File: src/frs_pkg.sv
// Purpose: Constants and types for the flash restart sequencing host controller
// Assumes: 250 MHz clock, host drives restart, select and output gate pins
// Notes: Rules carried by host logic, checker, bench and flash model
// Function
// - Host starts access by select falling edge
// - Optional power-up restart still meets timings
// - Pulse 200 ns, restart-to-select 35 us
// - Release restart 50 ns before select
// - Restart wait plus release covers restart-to-select
// - Select high at least 20 ns
// - Late release counts from settle end
package frs_pkg;
  localparam int CLK_MHZ = 250;
  localparam int CORE_SETTLE_US = 300;
  localparam int IO_SETTLE_US = 300;
  localparam int RESTART_TO_SELECT_US = 35;
  localparam int PULSE_WIDTH_NS = 200;
  localparam int RELEASE_TO_SELECT_NS = 50;
  localparam int SELECT_HIGH_NS = 20;
  localparam int CORE_SETTLE_CYC = CORE_SETTLE_US * CLK_MHZ;
  localparam int IO_SETTLE_CYC = IO_SETTLE_US * CLK_MHZ;
  localparam int SETTLE_CYC = (CORE_SETTLE_CYC > IO_SETTLE_CYC) ? CORE_SETTLE_CYC : IO_SETTLE_CYC;
  localparam int RST_SEL_CYC = RESTART_TO_SELECT_US * CLK_MHZ;
  localparam int PULSE_CYC = (PULSE_WIDTH_NS * CLK_MHZ + 999) / 1000;
  localparam int RELEASE_CYC = (RELEASE_TO_SELECT_NS * CLK_MHZ + 999) / 1000;
  localparam int SEL_HIGH_CYC = (SELECT_HIGH_NS * CLK_MHZ + 999) / 1000;
  localparam int CNT_W = 20;

  typedef enum logic [2:0] {
    FRS_POWER_UP,
    FRS_PULSE,
    FRS_RESTART_WAIT,
    FRS_RELEASE,
    FRS_READY,
    FRS_ACCESS,
    FRS_SEL_HIGH
  } frs_state_e;

  typedef struct packed {
    logic restart_n;
    logic select_n;
    logic gate_n;
  } frs_pins_s;
endpackage

File: src/frs_host.sv
// Purpose: Host sequencer driving flash restart, select and output gate pins
// Assumes: Power-up begins at rst_n release; pins are active low
// Notes: Access is one select low window, gate low on reads only, held for hold_cyc + 1 cycles
`timescale 1ns/1ps
module frs_host (
  // Clock and reset
  input  wire logic               clk,
  input  wire logic               rst_n,
  // User side
  input  wire logic               restart_req,
  input  wire logic               access_req,
  input  wire logic               access_read,
  input  wire logic [7:0]         hold_cyc,
  output logic                    ready,
  output logic                    access_done,
  output logic                    busy,
  // Flash pins
  input  wire logic               done_pending_pin,
  output logic                    restart_pin_n,
  output logic                    select_pin_n,
  output logic                    gate_pin_n
);
  typedef struct packed {
    frs_pkg::frs_state_e          st;
    logic [frs_pkg::CNT_W-1:0]    cnt;
    logic [frs_pkg::CNT_W-1:0]    since_up;
    logic                         settled;
    logic                         rd;
    logic                         done;
    logic                         rdy;
    logic                         busy;
    frs_pkg::frs_pins_s           pins;
  } frs_host_s;

  frs_host_s st_r;
  frs_host_s st_nxt;
  logic      pend_sync;

  frs_sync u_sync (
    .clk   (clk),
    .rst_n (rst_n),
    .d     (done_pending_pin),
    .q     (pend_sync)
  );

  // Counter helpers shared by every timed state
  function automatic logic [frs_pkg::CNT_W-1:0] cyc(input int n);
    cyc = n[frs_pkg::CNT_W-1:0];
  endfunction

  function automatic logic [frs_pkg::CNT_W-1:0] cnt_inc(input logic [frs_pkg::CNT_W-1:0] c);
    cnt_inc = c + 1'b1;
  endfunction

  // Last cycle of a window of n cycles counted from zero
  function automatic logic cnt_hit(input logic [frs_pkg::CNT_W-1:0] c, input int n);
    cnt_hit = (c >= cyc(n - 1));
  endfunction

  // All control pins released high
  function automatic frs_pkg::frs_pins_s idle_pins();
    idle_pins.restart_n = 1'b1;
    idle_pins.select_n = 1'b1;
    idle_pins.gate_n = 1'b1;
  endfunction

  always_comb begin
    st_nxt = st_r;
    st_nxt.done = 1'b0;

    // Supply settle tracker; frozen once both supplies count as settled
    if (!st_r.settled) begin
      st_nxt.since_up = cnt_inc(st_r.since_up);
      if (cnt_hit(st_r.since_up, frs_pkg::SETTLE_CYC)) begin
        st_nxt.settled = 1'b1;
      end
    end

    case (st_r.st)
      // Controls are ignored by the device here; host keeps pins idle
      frs_pkg::FRS_POWER_UP: begin
        st_nxt.pins = idle_pins();
        if (restart_req) begin
          st_nxt.st = frs_pkg::FRS_PULSE;
          st_nxt.cnt = '0;
          st_nxt.pins.restart_n = 1'b0;
        end else if (st_r.settled && pend_sync) begin
          st_nxt.st = frs_pkg::FRS_SEL_HIGH;
          st_nxt.cnt = '0;
        end
      end

      frs_pkg::FRS_PULSE: begin
        st_nxt.cnt = cnt_inc(st_r.cnt);
        if (cnt_hit(st_r.cnt, frs_pkg::PULSE_CYC)) begin
          st_nxt.st = frs_pkg::FRS_RESTART_WAIT;
        end
      end

      // Counts restart-to-select, but only once both supplies settled
      frs_pkg::FRS_RESTART_WAIT: begin
        if (!st_r.settled) begin
          st_nxt.cnt = '0;
        end else begin
          st_nxt.cnt = cnt_inc(st_r.cnt);
        end
        // Release leaves margin; wait plus release spans full restart-to-select
        if (st_r.settled && cnt_hit(st_r.cnt, frs_pkg::RST_SEL_CYC - frs_pkg::RELEASE_CYC)) begin
          st_nxt.st = frs_pkg::FRS_RELEASE;
          st_nxt.cnt = '0;
          st_nxt.pins.restart_n = 1'b1;
        end
      end

      frs_pkg::FRS_RELEASE: begin
        st_nxt.cnt = cnt_inc(st_r.cnt);
        // Busy pin also gates exit: covers a full cold run on late restart
        if (cnt_hit(st_r.cnt, frs_pkg::RELEASE_CYC) && pend_sync) begin
          st_nxt.st = frs_pkg::FRS_READY;
        end
      end

      frs_pkg::FRS_READY: begin
        if (restart_req) begin
          st_nxt.st = frs_pkg::FRS_PULSE;
          st_nxt.cnt = '0;
          st_nxt.pins.restart_n = 1'b0;
        end else if (!pend_sync) begin
          // Device went busy on its own; never select into a busy part
          st_nxt.st = frs_pkg::FRS_RELEASE;
          st_nxt.cnt = '0;
        end else if (access_req) begin
          st_nxt.st = frs_pkg::FRS_ACCESS;
          st_nxt.cnt = '0;
          st_nxt.rd = access_read;
          st_nxt.pins.select_n = 1'b0;
          st_nxt.pins.gate_n = ~access_read;
        end
      end

      frs_pkg::FRS_ACCESS: begin
        st_nxt.cnt = cnt_inc(st_r.cnt);
        st_nxt.pins.gate_n = ~st_r.rd;
        if (st_r.cnt >= {{(frs_pkg::CNT_W-8){1'b0}}, hold_cyc}) begin
          st_nxt.st = frs_pkg::FRS_SEL_HIGH;
          st_nxt.cnt = '0;
          st_nxt.done = 1'b1;
          st_nxt.pins = idle_pins();
        end
      end

      frs_pkg::FRS_SEL_HIGH: begin
        st_nxt.cnt = cnt_inc(st_r.cnt);
        if (cnt_hit(st_r.cnt, frs_pkg::SEL_HIGH_CYC) && pend_sync) begin
          st_nxt.st = frs_pkg::FRS_READY;
        end
      end

      default: begin
        st_nxt.st = frs_pkg::FRS_POWER_UP;
      end
    endcase

    // Registered ready mirrors the next state; busy is the inverted synchronised done_pending_pin
    st_nxt.rdy = (st_nxt.st == frs_pkg::FRS_READY);
    st_nxt.busy = ~pend_sync;
  end

  always_ff @(posedge clk or negedge rst_n) begin
    if (!rst_n) begin
      st_r.st <= frs_pkg::FRS_POWER_UP;
      st_r.cnt <= '0;
      st_r.since_up <= '0;
      st_r.settled <= 1'b0;
      st_r.rd <= 1'b0;
      st_r.done <= 1'b0;
      st_r.rdy <= 1'b0;
      st_r.busy <= 1'b0;
      st_r.pins <= 3'b111;
    end else begin
      st_r <= st_nxt;
    end
  end

  assign ready = st_r.rdy;
  assign access_done = st_r.done;
  assign busy = st_r.busy;
  assign restart_pin_n = st_r.pins.restart_n;
  assign select_pin_n = st_r.pins.select_n;
  assign gate_pin_n = st_r.pins.gate_n;
endmodule

File: src/frs_sync.sv
// Purpose: Two-flop synchroniser for the busy pin
// Assumes: Input is asynchronous to clk
// Notes: First stage feeds only the second
`timescale 1ns/1ps
module frs_sync (
  // Clock and reset
  input  wire logic clk,
  input  wire logic rst_n,
  // Data
  input  wire logic d,
  output logic      q
);
  typedef struct packed {
    logic s1;
    logic s2;
  } frs_sync_s;
  frs_sync_s st_r;
  frs_sync_s st_nxt;
  always_comb begin
    st_nxt.s1 = d;
    st_nxt.s2 = st_r.s1;
  end
  always_ff @(posedge clk or negedge rst_n) begin
    if (!rst_n) begin
      st_r <= 2'b11;
    end else begin
      st_r <= st_nxt;
    end
  end
  assign q = st_r.s2;
endmodule

File: config.mk
export PLATFORM = sky130hd
export DESIGN_NAME = frs_host
export DESIGN_NICKNAME = d
export VERILOG_FILES = /design/src/frs_pkg.sv /design/src/frs_host.sv /design/src/frs_sync.sv
export SDC_FILE = /design/constraint.sdc
export NUM_CORES = 1
export LEC_CHECK = 0
export BUFFER_PORTS_ARGS = -buffer_cell sky130_fd_sc_hd__buf_4
export CORE_MARGIN = 8
export CORE_UTILIZATION = 55
export DETAILED_ROUTE_END_ITERATION = 8
export PLACE_DENSITY = 0.84
export SETUP_SLACK_MARGIN = 0.3
export SLEW_MARGIN = 20
export SYNTH_ARGS = -nofsm -noshare
export SYNTH_HDL_FRONTEND = slang
export SYNTH_SLANG_ARGS = --single-unit
File: constraint.sdc
create_clock -name clk -period 2.15 [get_ports clk]
set_input_delay 0.215 -clock clk [delete_from_list [all_inputs] [get_ports clk]]
set_output_delay 0.215 -clock clk [all_outputs]
set_load 0.1 [all_outputs]
==> results_dict.tcl <==
set metrics [dict create \
    status "complete, but fails checks" \
    violations "negative setup slack" \
    final-seq-area_um2 1330 \
    power.density_nw_per_um2 885 \
    wl_mm 11.2 \
    ir_drop_v 0.000613 \
    cts_max_level 2 \
    cp.required_ps 2360 \
    path_clk_slew_ps 110 \
    first_pass_iters 7 \
    cpPeakStageDelay_ps 430 \
    synth_top_area_cell "dfrtp_1" \
    synth_mux_area_frac 0.00728 \
    synth_compound_area_frac 0.180 \
    dp_cells 442 \
    synth_cell_type_count 58 \
    syn2layout_area_growth_pct 38.9 \
    synthAdderAreaFrac 0.0486 \
    slew_headroom 0.529 \
    drv_slew 0 \
    leakagePower_nw 1.92 \
    via_count 3326 \
    fin_crit_sh 1.03 \
    worst_clock_skew_ps 14.3 \
    num_rows 27 \
    synth_ff_type "dfrtp_1" \
    whs_endpoint "restart_pin_n" \
    rr_worst_depth 11 \
    fin_crit_ps 2210 \
    critPathLaunchType "register" \
    cp_cell_sequence "ha_4, buf_6, o211ai_1, a21oi_2, o41ai_4, buf_4, a21o_4, buf_12, buf_16, a21oi_4, o21ai_1" \
    min_path_type "input port to register" \
    yosysTopAreaCellShare 0.389 \
    grt-ovfl-total 0 \
    start_util 0.565 \
    mostFrequentLayoutCell "buf_4" \
    drt.antenna.violating_nets 0 \
    hold_depth 2 \
    hold_path_startpoint "restart_req" \
    die_area_um2 8280 \
    wl_per_cell_um 23.2 \
    cp_max_fo 5 \
    worstSetupStartpoint "st_r[31]" \
    multi_input_area_um2 1930 \
    hold_viol 0 \
    setup_violations 13 \
    r2r-start "st_r[31]" \
    final_core_util 0.785 \
    ioPinCount 20 \
    drc 0 \
    antenna_found_initial 0 \
    synth-seq-cells 53 \
    drive_above_1_share 0.390 \
    synth-simple-area-share 0.222 \
    nets 438 \
    rsz0062_at_grt "yes" \
    hpwl_mm 5.08 \
    clk_latency_ps 320 \
    syn_nets 361 \
    dp_slack_ps 8.23 \
    drt_iter0_markers 361 \
    max_freq_mhz 452 \
    layout_common_cells "73 x buf_4, 47 x dfrtp_1, 25 x nand2_1, 21 x inv_1, 21 x nor2_1" \
    reg2reg_to "st_r[32]" \
    seq_area_frac_synth 0.431 \
    clkSinkCount 53 \
    yosys_warnings 0 \
    postSynthAreaPerCell_um2 9.23 \
    grt_pass1_vias 3082 \
    clockBufferDepth 2 \
    setup_ws_ps -63.5 \
    vias_per_cell 6.86 \
    grt_pass1_wl_mm 14.8 \
    synth_area_um2 3090 \
    root_buffer "clkbuf_8" \
    cts_tree "done" \
    synth-xor-area-share 0.0595 \
    grt_max_degree 54 \
    port_buffers 19 \
    fin_cells 485 \
    r2r_slack_ps -60 \
    end_kind "register" \
    maxCapViolations 0 \
    critPathSlowestCell "dfrtp_1" \
    synth_area_leaders "dfrtp_1 39%, ha_1 4.9%, xnor2_1 4.8%" \
    worstMarginPinSlew_ps 707 \
    antennaDiodeCount 0 \
    async_flop_share 1.00 \
    cts_made_buffers 5 \
    gp_congestion 0.903 \
    crit_type "register to register" \
    arrival_ps 2420 \
    fillCellCount 272 \
    track_usage 0.213 \
    core_area_um2 5470 \
    synth_top_family_by_area "simple AND/OR/NAND/NOR gates" \
    synth_edf_count 0 \
    syn_inst 335 \
    die_h_um 91.0 \
    die_w_um 91.0 \
]
-- worst max-delay path: cells and delay by family (launching register included) --
kind            cells  cell delay, ps
buf+inv             4             500
flops               1             430
compound gates      6             860
fa+ha+maj           1             290
-- where the power goes --
| group | switching, mW | total (mW) | internal [mW] |
|---|---|---|---|
| clock network | 0.366 | 0.602 | 0.236 |
| registers | 0.0736 | 1.16 | 1.09 |
| logic | 1.16 | 2.04 | 0.877 |
| total | 1.60 | 3.80 | 2.20 |
-- registers in the layout, summed over array words and instances (netlist names) --
name,cells
access_done,1
busy,1
gate_pin_n,1
ready,1
restart_pin_n,1
select_pin_n,1
st_r,45
u_sync.q,1
u_sync.st_nxt,1
-- final cells by class --
cell class,instances,area share
sequential,53,0.311
timing repair buffer,86,0.177
clock inverter,3,0.00583
tap,72,0.0210
inverter,23,0.0201
multi-input combinational,243,0.450
clock buffer,5,0.0160
-- timing repair --
| item | CTS | global route |
|---|---|---|
| setup endpoints to repair | 27 | 30 |
| gates resized for setup | 43 | 40 |
| gates cloned | 3 | 0 |
| setup buffers | 14 | 16 |
| endpoints found under the hold margin | 49 | 0 |
| hold buffers | 2 | 0 |
| pin swaps | 15 | 14 |
-- cells in the mapped netlist, drive strengths merged, types with 4 or more instances --
cell type	number
and4	5
a21oi	23
inv	23
o21ai	22
or3	10
xor2	4
nand2	27
and3	10
buf	6
a41oi	5
nor2	23
clkbuf	10
nor3	7
nand3	11
ha	12
a31oi	4
xnor2	17
nor2b	5
nand4	8
dfstp	5
dfrtp	48
-- layer usage --
layer  track usage  vias to the layer above  part of all wire
li1              -                     1376                 -
met1         0.250                     1581              0.37
met2         0.361                      273              0.47
met3        0.0346                       96             0.084
met4         0.124                        0             0.076
met5             0                        -                 0
-- worst max-delay path by stage --
stage | endpoint | slack [ps]
after floorplan | st_r[43] | 100
after global placement | st_r[34] | 40
after detailed placement | st_r[41] | 8
after CTS | st_r[41] | 10
after global routing | st_r[32] | -110
final | st_r[32] | -60
-- through the flow --
stage          power [mW]  setup TNS, ps  area, um2  hold WS, ps
3_3_place_gp         2.35              0       3540          291
5_1_grt              3.93          -1550       4300         83.8
6_report             3.80           -324       4300         96.1
3_5_place_dp         2.39              0       3540          298
4_1_cts              3.38              0       3990         65.8
2_1_floorplan        2.00              0       3150        -80.6
-- cell families (layout without fill, tap and decap cells) --
kind of cell,Yosys count,in the layout
muxes,2,2
DFF,53,53
AOI/OAI and AO/OA,82,82
buffers and inverters,39,117
and+or+nand+nor,126,126
xor gates and xnor gates,21,21
adders and majority gates,12,12
No activity file was read; power rests on OpenSTA's default activity.
